File: src/design/port_pins_pkg.sv
// Constants and types shared by the narrow memory port pin logic.
package port_pins_pkg;

    // Port input clock source codes, as caught from the strap pins.
    localparam logic [1:0] STRAP_EXT   = 2'h0;
    localparam logic [1:0] STRAP_DIV4  = 2'h1;
    localparam logic [1:0] STRAP_DIV6  = 2'h2;

    // Cycles after reset release before the synchronised straps are caught.
    localparam logic [1:0] STRAP_WAIT  = 2'h2;

    // Phase counter limits for the CPU derived port clocks.
    localparam logic [2:0] DIV4_LAST   = 3'h3;
    localparam logic [2:0] DIV4_HALF   = 3'h2;
    localparam logic [2:0] DIV6_LAST   = 3'h5;
    localparam logic [2:0] DIV6_HALF   = 3'h3;
    localparam logic [2:0] CNT_RESET   = 3'h0;

    // Divider selection for the second output clock.
    localparam logic [1:0] OUTDIV_1    = 2'h0;
    localparam logic [1:0] OUTDIV_2    = 2'h1;
    localparam logic [1:0] OUTDIV_4    = 2'h2;

    // Memory types of the space being accessed.
    localparam logic [1:0] MEM_ASYNC   = 2'h0;
    localparam logic [1:0] MEM_SDRAM   = 2'h1;
    localparam logic [1:0] MEM_SYNC    = 2'h2;

    // Number of chip enable outputs.
    localparam int unsigned N_SPACES   = 4;

    typedef enum logic [2:0] {ST_IDLE, ST_SETUP, ST_STROBE, ST_FLOAT, ST_GRANT} port_state_e;

endpackage : port_pins_pkg

File: src/design/narrow_mem_port_pins.sv
// Pin level logic of the 16-bit memory port: clocks, strobes, enables and hold handshake.
`timescale 1ns/100ps

// Functional notes
// [RULE1] Byte enables are decoded from the low address bit and the width of the access.
// [RULE2] Byte enables act as byte write enables and double as the SDRAM data mask.
// [RULE3] The port input clock is chosen at reset from the pin, CPU/4 or CPU/6 by two straps.
// [RULE4] With no other source strapped the external clock pin is used.
// [RULE5] The second output clock runs at the port clock divided by one, two or four.
// [RULE6] The first output clock runs at the port clock frequency undivided.
// [RULE7] One shared pin is async read enable, SDRAM column strobe or sync strobe by memory type.
// [RULE8] For sync memory a select of 0 makes that pin the address strobe, else the read enable.
// [RULE9] A second shared pin is async output enable, SDRAM row strobe or sync output enable.
// [RULE10] A peripheral direct transfer output marks transfers between two outside peripherals.
// [RULE11] A host asks for the bus by hold request, gets hold acknowledge, and we raise bus request.
// [RULE12] At most one chip enable is asserted during any access.
// [RULE13] Acknowledge comes only after the access ends and the pins float, and stays until release.
module narrow_mem_port_pins
(
    // Clock and reset
    input  wire logic       i_clk,
    input  wire logic       i_nrst,
    // Pins from outside
    input  wire logic       i_port_ext_clock_in,
    input  wire logic [1:0] i_clock_source_straps,
    input  wire logic       i_host_hold_request_n,
    // Static control
    input  wire logic [1:0] i_clkout2_div,
    input  wire logic       i_read_enable_select,
    // Access request from the port engine
    input  wire logic       i_acc_req,
    input  wire logic [1:0] i_acc_space,
    input  wire logic [1:0] i_acc_mem_type,
    input  wire logic       i_acc_write,
    input  wire logic       i_acc_addr_lsb,
    input  wire logic       i_acc_wide,
    input  wire logic       i_acc_pdt,
    output logic            o_acc_done,
    output logic [1:0]      o_clock_source,
    // Clock pins
    output logic            o_port_clock_out_full,
    output logic            o_port_clock_out_divided,
    // Memory control pins
    output logic [3:0]      o_chip_enable_n,
    output logic            o_byte_enable_high_n,
    output logic            o_byte_enable_low_n,
    output logic            o_read_col_strobe_n,
    output logic            o_oe_row_strobe_n,
    output logic            o_peripheral_direct_transfer_n,
    output logic            o_port_oe_n,
    // Arbitration pins
    output logic            o_host_hold_acknowledge_n,
    output logic            o_port_bus_request
);

    // Synchronisers for pins from outside the clock domain.
    logic       ext_s1_q, ext_s2_q, ext_s3_q;
    logic [1:0] strap_s1_q, strap_s2_q;
    logic       hold_s1_q, hold_s2_q;

    // Clock source selection and port clock generation.
    logic [1:0] strap_cnt_q, strap_cnt_d;
    logic       strap_done_q, strap_done_d;
    logic [1:0] src_q, src_d;
    logic [2:0] cnt_q, cnt_d;
    logic [1:0] div_cnt_q, div_cnt_d;
    logic       full_q, full_d, divided_q, divided_d;
    logic       port_level, port_tick;

    always_comb
    begin
        strap_cnt_d  = strap_cnt_q;
        strap_done_d = strap_done_q;
        src_d        = src_q;
        // The synchroniser needs two edges to hold real strap levels, so wait for them.
        if (!strap_done_q)
        begin
            if (strap_cnt_q == port_pins_pkg::STRAP_WAIT)
            begin
                strap_done_d = 1'b1;
                if (strap_s2_q == port_pins_pkg::STRAP_DIV4 ||
                    strap_s2_q == port_pins_pkg::STRAP_DIV6)
                    src_d = strap_s2_q;                                     // [RULE3]
                else
                    src_d = port_pins_pkg::STRAP_EXT;                       // [RULE4]
            end
            else
                strap_cnt_d = strap_cnt_q + 2'h1;
        end
        port_level = 1'b0;
        port_tick  = 1'b0;
        cnt_d      = port_pins_pkg::CNT_RESET;
        case (src_q)
            port_pins_pkg::STRAP_DIV4:
            begin
                port_level = (cnt_q < port_pins_pkg::DIV4_HALF);            // [RULE3]
                port_tick  = (cnt_q == port_pins_pkg::DIV4_LAST);
                cnt_d      = port_tick ? port_pins_pkg::CNT_RESET : cnt_q + 3'h1;
            end
            port_pins_pkg::STRAP_DIV6:
            begin
                port_level = (cnt_q < port_pins_pkg::DIV6_HALF);            // [RULE3]
                port_tick  = (cnt_q >= port_pins_pkg::DIV6_LAST);
                cnt_d      = port_tick ? port_pins_pkg::CNT_RESET : cnt_q + 3'h1;
            end
            default:
            begin
                port_level = ext_s2_q;
                port_tick  = ext_s2_q & ~ext_s3_q;
            end
        endcase
        div_cnt_d = port_tick ? div_cnt_q + 2'h1 : div_cnt_q;
        full_d    = port_level;                                             // [RULE6]
        case (i_clkout2_div)
            port_pins_pkg::OUTDIV_2: divided_d = div_cnt_q[0];              // [RULE5]
            port_pins_pkg::OUTDIV_4: divided_d = div_cnt_q[1];              // [RULE5]
            default:                 divided_d = port_level;                // [RULE5]
        endcase
    end

    always_ff @(posedge i_clk or negedge i_nrst)
    begin
        if (!i_nrst)
        begin
            strap_cnt_q  <= 2'h0;
            strap_done_q <= 1'b0;
            src_q        <= port_pins_pkg::STRAP_EXT;
            cnt_q        <= port_pins_pkg::CNT_RESET;
            div_cnt_q    <= 2'h0;
            full_q       <= 1'b0;
            divided_q    <= 1'b0;
            ext_s1_q     <= 1'b0;
            ext_s2_q     <= 1'b0;
            ext_s3_q     <= 1'b0;
            strap_s1_q   <= 2'h0;
            strap_s2_q   <= 2'h0;
            hold_s1_q    <= 1'b1;
            hold_s2_q    <= 1'b1;
        end
        else
        begin
            strap_cnt_q  <= strap_cnt_d;
            strap_done_q <= strap_done_d;
            src_q        <= src_d;
            cnt_q        <= cnt_d;
            div_cnt_q    <= div_cnt_d;
            full_q       <= full_d;
            divided_q    <= divided_d;
            ext_s1_q     <= i_port_ext_clock_in;
            ext_s2_q     <= ext_s1_q;
            ext_s3_q     <= ext_s2_q;
            strap_s1_q   <= i_clock_source_straps;
            strap_s2_q   <= strap_s1_q;
            hold_s1_q    <= i_host_hold_request_n;
            hold_s2_q    <= hold_s1_q;
        end
    end

    assign o_port_clock_out_full    = full_q;
    assign o_port_clock_out_divided = divided_q;
    assign o_clock_source           = src_q;

    // Access sequencer and pin drivers. Access steps advance on port clock ticks, hold steps on CPU clock edges.
    port_pins_pkg::port_state_e state_q, state_d;
    logic [1:0] sp_q, sp_d, ty_q, ty_d;
    logic       wr_q, wr_d, lsb_q, lsb_d, wide_q, wide_d, pdt_q, pdt_d, res_q, res_d;
    logic       done_d, done_q, breq_d, breq_q, ack_d, ack_n_q, oe_d, oe_n_q;
    logic [3:0] ce_d, ce_n_q;
    logic       beh_d, bel_d, beh_n_q, bel_n_q, sa_d, sa_n_q, sb_d, sb_n_q, pd_d, pd_n_q;
    logic       hold_req, active;

    always_comb
    begin
        hold_req = ~hold_s2_q;
        state_d  = state_q;
        sp_d     = sp_q;
        ty_d     = ty_q;
        wr_d     = wr_q;
        lsb_d    = lsb_q;
        wide_d   = wide_q;
        pdt_d    = pdt_q;
        res_d    = res_q;
        done_d   = 1'b0;
        case (state_q)
            port_pins_pkg::ST_IDLE:
                // A host hold wins over a new access, but never cuts one short.
                if (hold_req)
                    state_d = port_pins_pkg::ST_FLOAT;                     // [RULE13]
                else if (i_acc_req && port_tick)
                begin
                    state_d = port_pins_pkg::ST_SETUP;
                    sp_d    = i_acc_space;
                    ty_d    = i_acc_mem_type;
                    wr_d    = i_acc_write;
                    lsb_d   = i_acc_addr_lsb;
                    wide_d  = i_acc_wide;
                    pdt_d   = i_acc_pdt;
                    res_d   = i_read_enable_select;
                end
            port_pins_pkg::ST_SETUP:
                if (port_tick)
                    state_d = port_pins_pkg::ST_STROBE;
            port_pins_pkg::ST_STROBE:
                if (port_tick)
                begin
                    state_d = port_pins_pkg::ST_IDLE;
                    done_d  = 1'b1;
                end
            port_pins_pkg::ST_FLOAT:
                state_d = port_pins_pkg::ST_GRANT;                         // [RULE13]
            port_pins_pkg::ST_GRANT:
                if (!hold_req)
                    state_d = port_pins_pkg::ST_IDLE;                      // [RULE13]
            default:
                state_d = port_pins_pkg::ST_IDLE;
        endcase

        active = (state_d == port_pins_pkg::ST_SETUP) || (state_d == port_pins_pkg::ST_STROBE);
        ack_d  = (state_d == port_pins_pkg::ST_GRANT);                     // [RULE11]
        oe_d   = (state_d == port_pins_pkg::ST_FLOAT) || ack_d;
        breq_d = ack_d && i_acc_req;                                       // [RULE11]
        ce_d   = 4'h0;
        if (active)
            ce_d[sp_d] = 1'b1;                                             // [RULE12]
        beh_d  = active && (wide_d || lsb_d);                              // [RULE1] [RULE2]
        bel_d  = active && (wide_d || !lsb_d);                             // [RULE1] [RULE2]
        pd_d   = active && pdt_d;                                          // [RULE10]
        sa_d   = 1'b0;
        sb_d   = 1'b0;
        case (ty_d)
            port_pins_pkg::MEM_SDRAM:
            begin
                sa_d = (state_d == port_pins_pkg::ST_STROBE);              // [RULE7]
                sb_d = (state_d == port_pins_pkg::ST_SETUP);               // [RULE9]
            end
            port_pins_pkg::MEM_SYNC:
            begin
                if (!res_d)
                    sa_d = (state_d == port_pins_pkg::ST_SETUP);           // [RULE8]
                else
                    sa_d = (state_d == port_pins_pkg::ST_STROBE) && !wr_d; // [RULE8]
                sb_d = (state_d == port_pins_pkg::ST_STROBE) && !wr_d;     // [RULE9]
            end
            default:
            begin
                sa_d = (state_d == port_pins_pkg::ST_STROBE) && !wr_d;     // [RULE7]
                sb_d = active && !wr_d;                                    // [RULE9]
            end
        endcase
    end

    always_ff @(posedge i_clk or negedge i_nrst)
    begin
        if (!i_nrst)
        begin
            state_q <= port_pins_pkg::ST_IDLE;
            sp_q    <= 2'h0;
            ty_q    <= port_pins_pkg::MEM_ASYNC;
            wr_q    <= 1'b0;
            lsb_q   <= 1'b0;
            wide_q  <= 1'b0;
            pdt_q   <= 1'b0;
            res_q   <= 1'b0;
            done_q  <= 1'b0;
            breq_q  <= 1'b0;
            ack_n_q <= 1'b1;
            oe_n_q  <= 1'b0;
            ce_n_q  <= 4'hf;
            beh_n_q <= 1'b1;
            bel_n_q <= 1'b1;
            sa_n_q  <= 1'b1;
            sb_n_q  <= 1'b1;
            pd_n_q  <= 1'b1;
        end
        else
        begin
            state_q <= state_d;
            sp_q    <= sp_d;
            ty_q    <= ty_d;
            wr_q    <= wr_d;
            lsb_q   <= lsb_d;
            wide_q  <= wide_d;
            pdt_q   <= pdt_d;
            res_q   <= res_d;
            done_q  <= done_d;
            breq_q  <= breq_d;
            ack_n_q <= ~ack_d;
            oe_n_q  <= oe_d;
            ce_n_q  <= ~ce_d;
            beh_n_q <= ~beh_d;
            bel_n_q <= ~bel_d;
            sa_n_q  <= ~sa_d;
            sb_n_q  <= ~sb_d;
            pd_n_q  <= ~pd_d;
        end
    end

    assign o_acc_done                     = done_q;
    assign o_port_bus_request             = breq_q;
    assign o_host_hold_acknowledge_n      = ack_n_q;
    assign o_port_oe_n                    = oe_n_q;
    assign o_chip_enable_n                = ce_n_q;
    assign o_byte_enable_high_n           = beh_n_q;
    assign o_byte_enable_low_n            = bel_n_q;
    assign o_read_col_strobe_n            = sa_n_q;
    assign o_oe_row_strobe_n              = sb_n_q;
    assign o_peripheral_direct_transfer_n = pd_n_q;
endmodule : narrow_mem_port_pins

File: config.mk
export PLATFORM = sky130hd
export DESIGN_NAME = narrow_mem_port_pins
export DESIGN_NICKNAME = d
export VERILOG_FILES = /design/src/design/port_pins_pkg.sv /design/src/design/narrow_mem_port_pins.sv
export SDC_FILE = /design/constraint.sdc
export NUM_CORES = 1
export LEC_CHECK = 0
export ABC_CLOCK_PERIOD_IN_PS = 4700
export BUFFER_PORTS_ARGS = -buffer_cell sky130_fd_sc_hd__buf_4
export CAP_MARGIN = 5
export CORE_ASPECT_RATIO = 1.4
export CORE_MARGIN = 3
export CORE_UTILIZATION = 61
export CTS_BUF_LIST = sky130_fd_sc_hd__clkbuf_4
export DETAILED_ROUTE_END_ITERATION = 16
export GPL_TIMING_DRIVEN = 0
export PLACE_DENSITY = 0.93
export SYNTH_ARGS = -nofsm -noshare
export SYNTH_HDL_FRONTEND = slang
export SYNTH_SLANG_ARGS = --single-unit
export TNS_END_PERCENT = 50
File: constraint.sdc
create_clock -name i_clk -period 4.7 [get_ports i_clk]
set_clock_uncertainty 0.2 [all_clocks]
set_input_delay 0.94 -clock i_clk [delete_from_list [all_inputs] [get_ports i_clk]]
set_output_delay 0.94 -clock i_clk [all_outputs]
set_load 0.01 [all_outputs]
==> key figures, run 1 <==
Finish
  • Nets: 232
  • Area Overhead vs Synth: 18.2%
  • Commonest cells after routing, fill and taps aside: 34 x dfrtp_1, 34 x buf_4, 16 x inv_1
  • Share of layout cells above drive strength 1: 0.338
  • Ant diodes: 0
  • Fin area: 0.00234 mm^2
  • Register Area: 0.00117 mm^2
  • Max reg flops: 4
  • Multi-input gate area: 716 um^2
  • Fillers: 205

Detailed routing
  • Routed WL: 3440 um
  • Max Used Layer: met4
  • Via count: 1,299
  • DR WL/cell: 14.3 um
  • Pre-Repair DR Iteration Count: 6
  • WL met1: 1330 um
  • DR iter-0 viols: 27
  • Wire length on met2: 1840 um
  • DR WL met3: 201 um
  • ANT nets after route: 0
  • DRC viols: 0
  • Vias per Instance: 5.39

Yosys
  • Mapped Cells: 162
  • Synth cell types: 41
  • Synth Cell Area: 0.00198 mm^2
  • Syn_area_per_cell: 12.2 um^2
  • Yosys reg bits: 46
  • Post-Syn Nets: 191
  • Post-synthesis sequential area ratio: 0.590
  • Synth warn: 0

Run status
  • Status: completed

Clock tree
  • Root Buffer Master: clkbuf_4
  • CTS resizes: 0
  • Postcts setup bufs: 0
  • Clock tree buffer depth: 2
  • Clock-pin slew on the worst setup and hold paths: 0.14 ns
  • H-tree levels: 2
  • Clock Latency Late Sink: 0.37 ns
  • Clock buffers created by TritonCTS: 5
  • Clock sink count: 46
  • CTS tree: built
  • Hold Buf Count CTS: 0

Power and ir drop
  • Lkg Pwr: 0.00109 uW
  • Tot Pwr: 1090 uW
  • Maximum vdd drop: 429 uV
  • PD cells: 467 mW/mm^2

Global route
  • Grt ovf: 0
  • Initial antenna violation count: 0
  • Global-route wire length before repair: 5660 um
  • All-Layer GR Usage: 0.204
  • Pin count of the biggest net entering global routing: 47
  • Vias in the first global route: 1,343

STA
  • Post-route minimum period: 3.14 ns
  • Relative slew slack: 0.635
  • Final Slew Violations: 0
  • WHS: 0.162 ns
  • Final worst setup slack: 1.56 ns
  • Final period utilization: 0.668
  • Final Hold Viols: 0
  • Unrepaired setup endpoints after global routing: no
  • Fmax: 319 MHz
  • TNS Setup: 0 ns
  • Worst slew pin tran: 0.548 ns
  • # setup viols final: 0

Place
  • Dpl cell area: 0.00228 mm^2
  • Dpl hpwl: 2620 um
  • Pre-CTS WS: 1.61 ns
  • Final Wtd Congestion: 0.806
  • Port Buf Inserts: 34

Floorplan
  • Starting Density: 0.661
  • Num ports: 35
  • Die extent in y: 73.4 um
  • Row cnt: 23
  • Core area: 0.00299 mm^2
  • Die Area: 0.00397 mm^2
  • Die width: 54.1 um

Flow run
  • Max-Cap Viols: 0

Worst setup path
  • Critical path type: reg -> reg
  • Max Fanout on Critical Path: 10
  • Slowest cell delay on critical path: 0.41 ns
  • Crit start category: flip-flop
  • Required time of the critical path: 4.77 ns
  • CP max stage cell: dfrtp_1
  • CP most frequent cell: inv_1
  • WP data arrival: 3.21 ns
  • Crit. End Element: flip-flop
  • Crit path cell chain: inv_1, ha_1, nand2b_1, o211ai_1, and3_1, buf_6, buf_6, mux2i_1, inv_1, ha_1, inv_1, nand2_1, o21ai_1, a211oi_1

Hold path
  • Hold WC Path Type: reg -> reg
## stage by stage
| stage | utilization | std cells |
|---|---|---|
| final | 0.781 | 241 |
| after global routing | 0.781 | 241 |
| after CTS | 0.781 | 241 |
| after detailed placement | 0.761 | 233 |
| after global placement | 0.761 | 233 |
| after floorplan | - | 162 |
## final cells by class
cell class	count	share of cell area
Buffer	5	0.0150
Clock buffer	5	0.0161
Clock inverter	3	0.00910
Inverter	16	0.0257
Multi-Input combinational cell	95	0.306
Sequential cell	46	0.499
Tap cell	37	0.0198
Timing Repair Buffer	34	0.109
## cells in the mapped netlist (all sizes together)
library cell	n	area share
a2111o	1	0.0057
or3b	2	0.0089
dfstp	12	0.16
a211oi	2	0.0076
and3b	1	0.0044
clkbuf	2	0.0038
nand3	2	0.0051
nor3b	1	0.0038
o2111a	1	0.0057
o211ai	1	0.0038
buf	3	0.014
nor2b	6	0.019
dfrtp	34	0.43
a31o	1	0.0044
nand2	12	0.023
or2	2	0.0063
ha	11	0.070
a21oi	6	0.015
nand2b	2	0.0063
a22oi	1	0.0038
xor2	1	0.0044
nand4	1	0.0032
xnor2	2	0.0089
and3	1	0.0032
mux2i	5	0.025
a2111oi	1	0.0044
nor4b	2	0.012
and2	1	0.0032
inv	16	0.030
mux2	5	0.032
o31ai	1	0.0063
o21ai	11	0.034
nor2	6	0.011
nand3b	5	0.019
nor3	1	0.0025
## power breakdown
part,internal [uW],switching (uW)
sequential,512,48.5
combinational,167,182
clock,58.2,125
## path summary, 6_finish.rpt
check                                  startpoint                  end  slack (ns)  cells after the start
worst max-delay path            o_clock_source[0]  o_read_col_strobe_n        1.56                     14
min in group asynchronous                  i_nrst         div_cnt_q[0]        0.35                      1
worst min register to register          hold_s1_q            hold_s2_q        0.16                      0
worst max register to register  o_clock_source[0]  o_read_col_strobe_n        1.56                     14
worst min-delay path                    hold_s1_q            hold_s2_q        0.16                      0
max in group asynchronous                  i_nrst  o_read_col_strobe_n        3.57                      1
## kinds of logic (layout without fill, tap and decap cells)
kind of cell,Yosys count,in the layout,synth area share
buf+inv,21,63,0.0481
simple gates,45,45,0.131
mux,10,10,0.0576
xor+xnor,3,3,0.0133
fa+ha+maj,11,11,0.0696
flops,46,46,0.590
compound gates,26,26,0.0905
## worst max-delay path: cells and delay by family (launching register included)
kind / cells / cell delay, ns
buffers and inverters: 5 / 0.52
adders and majority gates: 2 / 0.70
AOI/OAI and AO/OA: 3 / 0.50
muxes: 1 / 0.25
DFF: 1 / 0.41
and+or+nand+nor: 3 / 0.45
## per-layer routing
layer,track usage,vias to the layer above
met3,0.0609,6
li1,-,629
met2,0.337,33
met1,0.232,631
met4,0.108,0
met5,0,-
No activity file was read; power rests on OpenSTA's default activity.
==> run 2, diff against run 1 <==
--- a/config.mk
+++ b/config.mk
@@ -5,16 +5,17 @@
 export SDC_FILE = /design/constraint.sdc
 export NUM_CORES = 1
 export LEC_CHECK = 0
-export ABC_CLOCK_PERIOD_IN_PS = 4700
+export ABC_AREA = 1
+export ABC_CLOCK_PERIOD_IN_PS = 2500
 export BUFFER_PORTS_ARGS = -buffer_cell sky130_fd_sc_hd__buf_4
 export CAP_MARGIN = 5
 export CORE_ASPECT_RATIO = 1.4
 export CORE_MARGIN = 3
-export CORE_UTILIZATION = 61
+export CORE_UTILIZATION = 52
 export CTS_BUF_LIST = sky130_fd_sc_hd__clkbuf_4
 export DETAILED_ROUTE_END_ITERATION = 16
 export GPL_TIMING_DRIVEN = 0
-export PLACE_DENSITY = 0.93
+export PLACE_DENSITY = 0.85
 export SYNTH_ARGS = -nofsm -noshare
 export SYNTH_HDL_FRONTEND = slang
 export SYNTH_SLANG_ARGS = --single-unit
==> constraint.sdc (replaced) <==
create_clock -name i_clk -period 2.5 [get_ports i_clk]
set_clock_uncertainty 0.2 [all_clocks]
set_input_delay 0.5 -clock i_clk [delete_from_list [all_inputs] [get_ports i_clk]]
set_output_delay 0.5 -clock i_clk [all_outputs]
set_load 0.01 [all_outputs]
==> key figures, run 2 <==
Worst setup path
  • Worst r2r path cells: 12
  • Worst R2R Start: o_clock_source[1]
  • CP max stage cell: dfrtp_1
  • Crit path cell chain: ha_4, nand2_2, or2_4, nand2_8, nand3_4, or2_4, o21ai_4, inv_2, ha_4, buf_4, nand2_1, nand2_1
  • Slack of the worst reg-to-reg path: 0.16 ns
  • Crit start category: flip-flop
  • Critical path buffers and inverters: 2
  • Critical path type: reg -> reg
  • Slowest cell delay on critical path: 0.44 ns
  • Crit-path leading delay family: simple AND/OR/NAND/NOR gates
  • Crit. End Element: flip-flop
  • RR Endpoint: o_read_col_strobe_n
  • Max Fanout on Critical Path: 6
  • Required time of the critical path: 2.60 ns
  • WP data arrival: 2.44 ns

Finish
  • Commonest cells after routing, fill and taps aside: 45 x buf_4, 43 x nand2_1, 33 x dfrtp_1
  • Max reg flops: 4
  • Ant diodes: 0
  • Non-filler cells, final: 295
  • Commonest non-fill, non-tap cell in the layout: buf_4
  • Fillers: 259
  • Fin area: 0.00253 mm^2
  • Share of layout cells above drive strength 1: 0.380
  • Nets: 283
  • Post-Route Utilization: 0.722
  • Area Overhead vs Synth: 28.2%

Floorplan
  • Starting Density: 0.563
  • Num ports: 35
  • Core area: 0.00350 mm^2
  • Die width: 58.0 um
  • Die extent in y: 78.9 um
  • Die Area: 0.00458 mm^2
  • Row cnt: 25

Flow run
  • Max-Cap Viols: 0

Place
  • Dpl cell area: 0.00230 mm^2
  • Final Wtd Congestion: 0.794
  • Dpl hpwl: 2380 um
  • Dpl cells: 276
  • Port Buf Inserts: 34
  • Pre-CTS WS: -0.115 ns

STA
  • # setup viols final: 0
  • Worst slew pin tran: 0.543 ns
  • Final Hold Viols: 0
  • Final worst setup slack: 0.163 ns
  • TNS Setup: 0 ns
  • Unrepaired setup endpoints after global routing: no
  • Final period utilization: 0.935
  • Post-route minimum period: 2.34 ns
  • Fmax: 428 MHz
  • Final Slew Violations: 0
  • Relative slew slack: 0.638

Yosys
  • Largest family of logic cells by synthesized area: simple AND/OR/NAND/NOR gates
  • Number of synthesized flops with an enable pin: 0
  • Syn_area_per_cell: 9.76 um^2
  • Synth Area in XOR/XNOR: 0.0133
  • Synth cell types: 27
  • Synth warn: 0
  • Area leader, netlist: dfrtp_1
  • Most common cell in the netlist: nand2_1
  • Adder-Cell Fraction of Synth Area: 0.0698
  • Yosys reg bits: 46
  • Synth Cell Area: 0.00197 mm^2
  • Predominant post-synthesis flop cell: dfrtp_1
  • Synth top area share: 0.431
  • Main area contributors after synthesis: dfrtp_1 43%, dfstp_2 16%, nand2_1 9.5%
  • Synth top cells by count: 50 x nand2_1, 34 x dfrtp_1, 32 x inv_1
  • Simple-gate share of the synthesized area: 0.200
  • Fraction of registers with async set or reset after synthesis: 1.00
  • Compound-Gate Fraction of Synth Area: 0.0546
  • Post-synthesis sequential area ratio: 0.591
  • Post-Syn Nets: 231
  • Mapped Cells: 202
  • Post-synthesis mux area share: 0

Global route
  • Initial antenna violation count: 0
  • Pin count of the biggest net entering global routing: 47
  • Global-route wire length before repair: 5650 um
  • Grt ovf: 0
  • All-Layer GR Usage: 0.163
  • Vias in the first global route: 1,402

Detailed routing
  • DR iter-0 viols: 24
  • DRC viols: 0
  • Vias per Instance: 4.85
  • Via count: 1,431
  • ANT nets after route: 0
  • Routed WL: 3290 um
  • DR WL/cell: 11.2 um
  • Pre-Repair DR Iteration Count: 4

Power and ir drop
  • PD cells: 921 mW/mm^2
  • Maximum vdd drop: 618 uV
  • Lkg Pwr: 0.00128 uW

Clock tree
  • Clock Latency Late Sink: 0.34 ns
  • Clock tree buffer depth: 2
  • Root Buffer Master: clkbuf_4
  • CTS tree: built
  • H-tree levels: 2
  • Clock buffers created by TritonCTS: 5
  • Clock-pin slew on the worst setup and hold paths: 0.13 ns
  • Clock sink count: 46

Hold path
  • Hold Startpoint: i_host_hold_request_n
  • Hold worst-path end: hold_s1_q
  • Hold WC Path Type: in -> reg
  • Hold path cells: 1

Run status
  • Status: completed
[run 2: cell types whose count changed after synthesis, moves of 3 or more]
cell / change
nand2_1: +38
inv_1: +16
nand3_1: +11
nor2_1: +7
nor2b_1: -6
mux2i_1: -5
nand3b_1: -5
mux2_2: -3
[run 2: timing repair]
| action | CTS | global route |
|---|---|---|
| endpoints found under the hold margin | 34 | 0 |
| gates resized for setup | 5 | 20 |
| cloned | 0 | 0 |
| pin swaps | 4 | 12 |
| setup endpoints to repair | 2 | 3 |
| hold buffers | 1 | 0 |
| setup buffers | 8 | 3 |
[run 2: worst max path at each step]
| stage | from | endpoint | slack, ns | cells past startpoint |
|---|---|---|---|---|
| global route | cnt_q[1] | o_read_col_strobe_n | 0.006 | 16 |
| global placement | o_clock_source[0] | o_read_col_strobe_n | -0.08 | 16 |
| detailed placement | o_clock_source[0] | o_read_col_strobe_n | -0.12 | 16 |
| CTS | o_clock_source[1] | o_read_col_strobe_n | 0.02 | 15 |
| finish | o_clock_source[1] | o_read_col_strobe_n | 0.16 | 12 |
| floorplan | o_clock_source[0] | o_read_col_strobe_n | 0.01 | 16 |
[run 2: stage by stage]
| stage | hold WS (ns) | power [uW] |
|---|---|---|
| CTS | 0.0298 | 2300 |
| global placement | 0.133 | 1850 |
| global route | 0.00341 | 2530 |
| detailed placement | 0.138 | 1890 |
| floorplan | 0.00441 | 1600 |
| finish | 0.0573 | 2330 |
[run 2: cell families after synthesis]
group / Yosys count
and+or+nand+nor: 88
buffers and inverters: 35
adders and majority gates: 11
DFF: 46
xor gates and xnor gates: 3
AOI/OAI and AO/OA: 19
[run 2: per-layer routing]
layer  track usage  wire length (um)  share of wire  vias up
met4        0.0928                31         0.0094        0
met3        0.0472               178          0.054        2
met2         0.279              1680           0.51       36
li1              -                 -              -      730
met5             0                 0              0        -
met1         0.175              1400           0.42      663
[run 2: power by group]
part / total [uW] / internal, uW / switching (uW)
registers: 1080 / 988 / 89.4
logic: 928 / 413 / 515
clock network: 323 / 105 / 219
total: 2330 / 1510 / 823
[run 2: area by class of cell]
| type | count | area, um^2 | area share |
|---|---|---|---|
| Clock inverter | 3 | 16.3 | 0.00643 |
| Timing Repair Buffer | 46 | 348 | 0.138 |
| Multi-Input combinational cell | 121 | 781 | 0.309 |
| Sequential cell | 46 | 1170 | 0.462 |
| Inverter | 34 | 129 | 0.0510 |
| Tap cell | 40 | 50.0 | 0.0198 |
| Clock buffer | 5 | 37.5 | 0.0148 |
==> run 3, diff against run 2 <==
==> constraint.sdc (replaced) <==
create_clock -name i_clk -period 2.5 [get_ports i_clk]
set_clock_uncertainty 0.2 [all_clocks]
set_input_delay 0.5 -clock i_clk [delete_from_list [all_inputs] [get_ports i_clk]]
set_output_delay 0.5 -clock i_clk [all_outputs]
set_load 0.005 [all_outputs]
==> key figures, run 3 (synthesized netlist as in run 2, its figures left out) <==
Worst setup path
  • Crit. End Element: flip-flop
  • Critical path type: reg -> reg
  • Max Fanout on Critical Path: 5
  • Crit start category: flip-flop
  • Required time of the critical path: 2.60 ns
  • WP data arrival: 2.51 ns

STA
  • Relative slew slack: 0.633
  • Final Hold Viols: 0
  • Final Slew Violations: 0
  • Worst slew pin tran: 0.551 ns
  • Final period utilization: 0.965
  • Fmax: 415 MHz
  • # setup viols final: 0
  • Post-route minimum period: 2.41 ns
  • Final worst setup slack: 0.0882 ns

Global route
  • GR Util met3: 0.0407
  • Grt ovf: 0
  • Top Usage Layer GRT: met2
  • M1 GR Usage: 0.175
  • Initial antenna violation count: 0
  • All-Layer GR Usage: 0.172
  • Global-route wire length before repair: 5950 um
  • Pin count of the biggest net entering global routing: 47
  • Met2 Use GR: 0.321
  • Vias in the first global route: 1,424

Place
  • Dpl cell area: 0.00229 mm^2
  • Port Buf Inserts: 34
  • Dpl hpwl: 2440 um
  • Final Wtd Congestion: 0.775
  • Pre-CTS WS: -0.149 ns

Floorplan
  • Die extent in y: 78.9 um
  • Core area: 0.00350 mm^2
  • Die Area: 0.00458 mm^2
  • Starting Density: 0.563
  • Num ports: 35
  • Row cnt: 25
  • Die width: 58.0 um

Power and ir drop
  • Flop pwr share: 0.435
  • Sw Share: 0.322
  • Lkg Pwr: 0.00129 uW
  • Sw Pwr: 804 uW
  • Int Pwr: 1690 uW
  • Maximum vdd drop: 693 uV
  • PD cells: 974 mW/mm^2
  • Clock power share: 0.214
  • Combinational power share: 0.351

Flow run
  • Max-Cap Viols: 0

Clock tree
  • Root Buffer Master: clkbuf_4
  • Clock Latency Late Sink: 0.35 ns
  • Clock-pin slew on the worst setup and hold paths: 0.13 ns
  • CTS tree: built
  • Clock buffers created by TritonCTS: 5
  • Clock tree buffer depth: 2
  • H-tree levels: 2
  • Clock sink count: 46

Detailed routing
  • ANT nets after route: 0
  • Pre-Repair DR Iteration Count: 4
  • Vias per Instance: 5.02
  • DR iter-0 viols: 39
  • Routed WL: 3680 um
  • Via count: 1,476
  • DR WL/cell: 12.5 um
  • DRC viols: 0

Finish
  • Commonest non-fill, non-tap cell in the layout: nand2_1
  • Commonest cells after routing, fill and taps aside: 46 x nand2_1, 44 x buf_4, 33 x dfrtp_1
  • Max reg flops: 4
  • Fillers: 248
  • Ant diodes: 0
  • Nets: 282
  • Multi-input gate area: 773 um^2
  • Register Area: 0.00117 mm^2
  • Area Overhead vs Synth: 29.9%
  • Share of layout cells above drive strength 1: 0.370
  • Fin area: 0.00256 mm^2

Run status
  • Status: completed

Hold path
  • Hold WC Path Type: in -> reg
## run 3: cell types whose count changed in the layout (fill, tap and decap cells not counted), moves of 2 or more
cell       before  now
clkinv_2        2    0
bufinv_16       0    2
nand2_1        43   46
nand2_2         8    6
## run 3: power groups by stage
stage	logic, uW	registers [uW]	clock network (uW)
2_1_floorplan	460	1090	0
3_3_place_gp	709	1080	0
3_5_place_dp	737	1090	0
4_1_cts	776	1080	549
5_1_grt	1020	1100	579
6_report	876	1090	534
## run 3: through the flow
step / hold slack [ns] / utilization / total power [uW] / instances / TNS, ns
2_1_floorplan: 0.00441 / - / 1540 / 202 / 0
3_3_place_gp: 0.132 / 0.654 / 1790 / 276 / -0.182
3_5_place_dp: 0.135 / 0.654 / 1830 / 276 / -0.236
4_1_cts: 0.0217 / 0.696 / 2400 / 287 / 0
5_1_grt: 0.0115 / 0.731 / 2700 / 294 / -0.0691
6_report: 0.0462 / 0.731 / 2500 / 294 / 0
## run 3: layer usage
layer | part of all wire | up-vias | routed length (um)
met5 | 0 | - | 0
met4 | 0.023 | 0 | 84
met3 | 0.048 | 7 | 176
met2 | 0.54 | 35 | 1990
met1 | 0.39 | 707 | 1430
li1 | - | 727 | -
## run 3: final cells by class
type,count,share of cell area
flip-flops and latches,46,0.456
multi-input cells,121,0.302
repair buffers,45,0.133
inverters,34,0.0508
clock inverters,3,0.0249
well taps,40,0.0195
clock buffers,5,0.0146
## run 3: critical path, stage by stage, from the launching register on
cell	delay, ns
dfrtp_1	0.44
ha_4	0.29
nand2_2	0.05
or2_4	0.27
nand2_8	0.07
nand3_4	0.10
or2_4	0.28
o21ai_4	0.07
inv_2	0.07
ha_4	0.27
inv_2	0.04
buf_4	0.12
nand3_2	0.06
nand2_1	0.05
## run 3: path summary, 6_finish.rpt
path	startpoint	endpoint	slack [ns]	cells past startpoint
max	o_clock_source[1]	o_oe_row_strobe_n	0.09	13
min	i_host_hold_request_n	hold_s1_q	0.05	1
max reg2reg	o_clock_source[1]	o_oe_row_strobe_n	0.09	13
min reg2reg	strap_s1_q[0]	strap_s2_q[0]	0.16	0
max in group asynchronous	i_nrst	cnt_q[0]	1.25	2
min in group asynchronous	i_nrst	strap_cnt_q[0]	0.46	2
## run 3: what timing repair did
| action | 4_1_cts | 5_1_grt |
|---|---|---|
| gates resized for setup | 4 | 21 |
| pin swaps | 2 | 12 |
| endpoints found under the setup margin | 2 | 2 |
| hold buffers | 1 | 0 |
| buffers inserted | 3 | 7 |
| endpoints found under the hold margin | 34 | 0 |
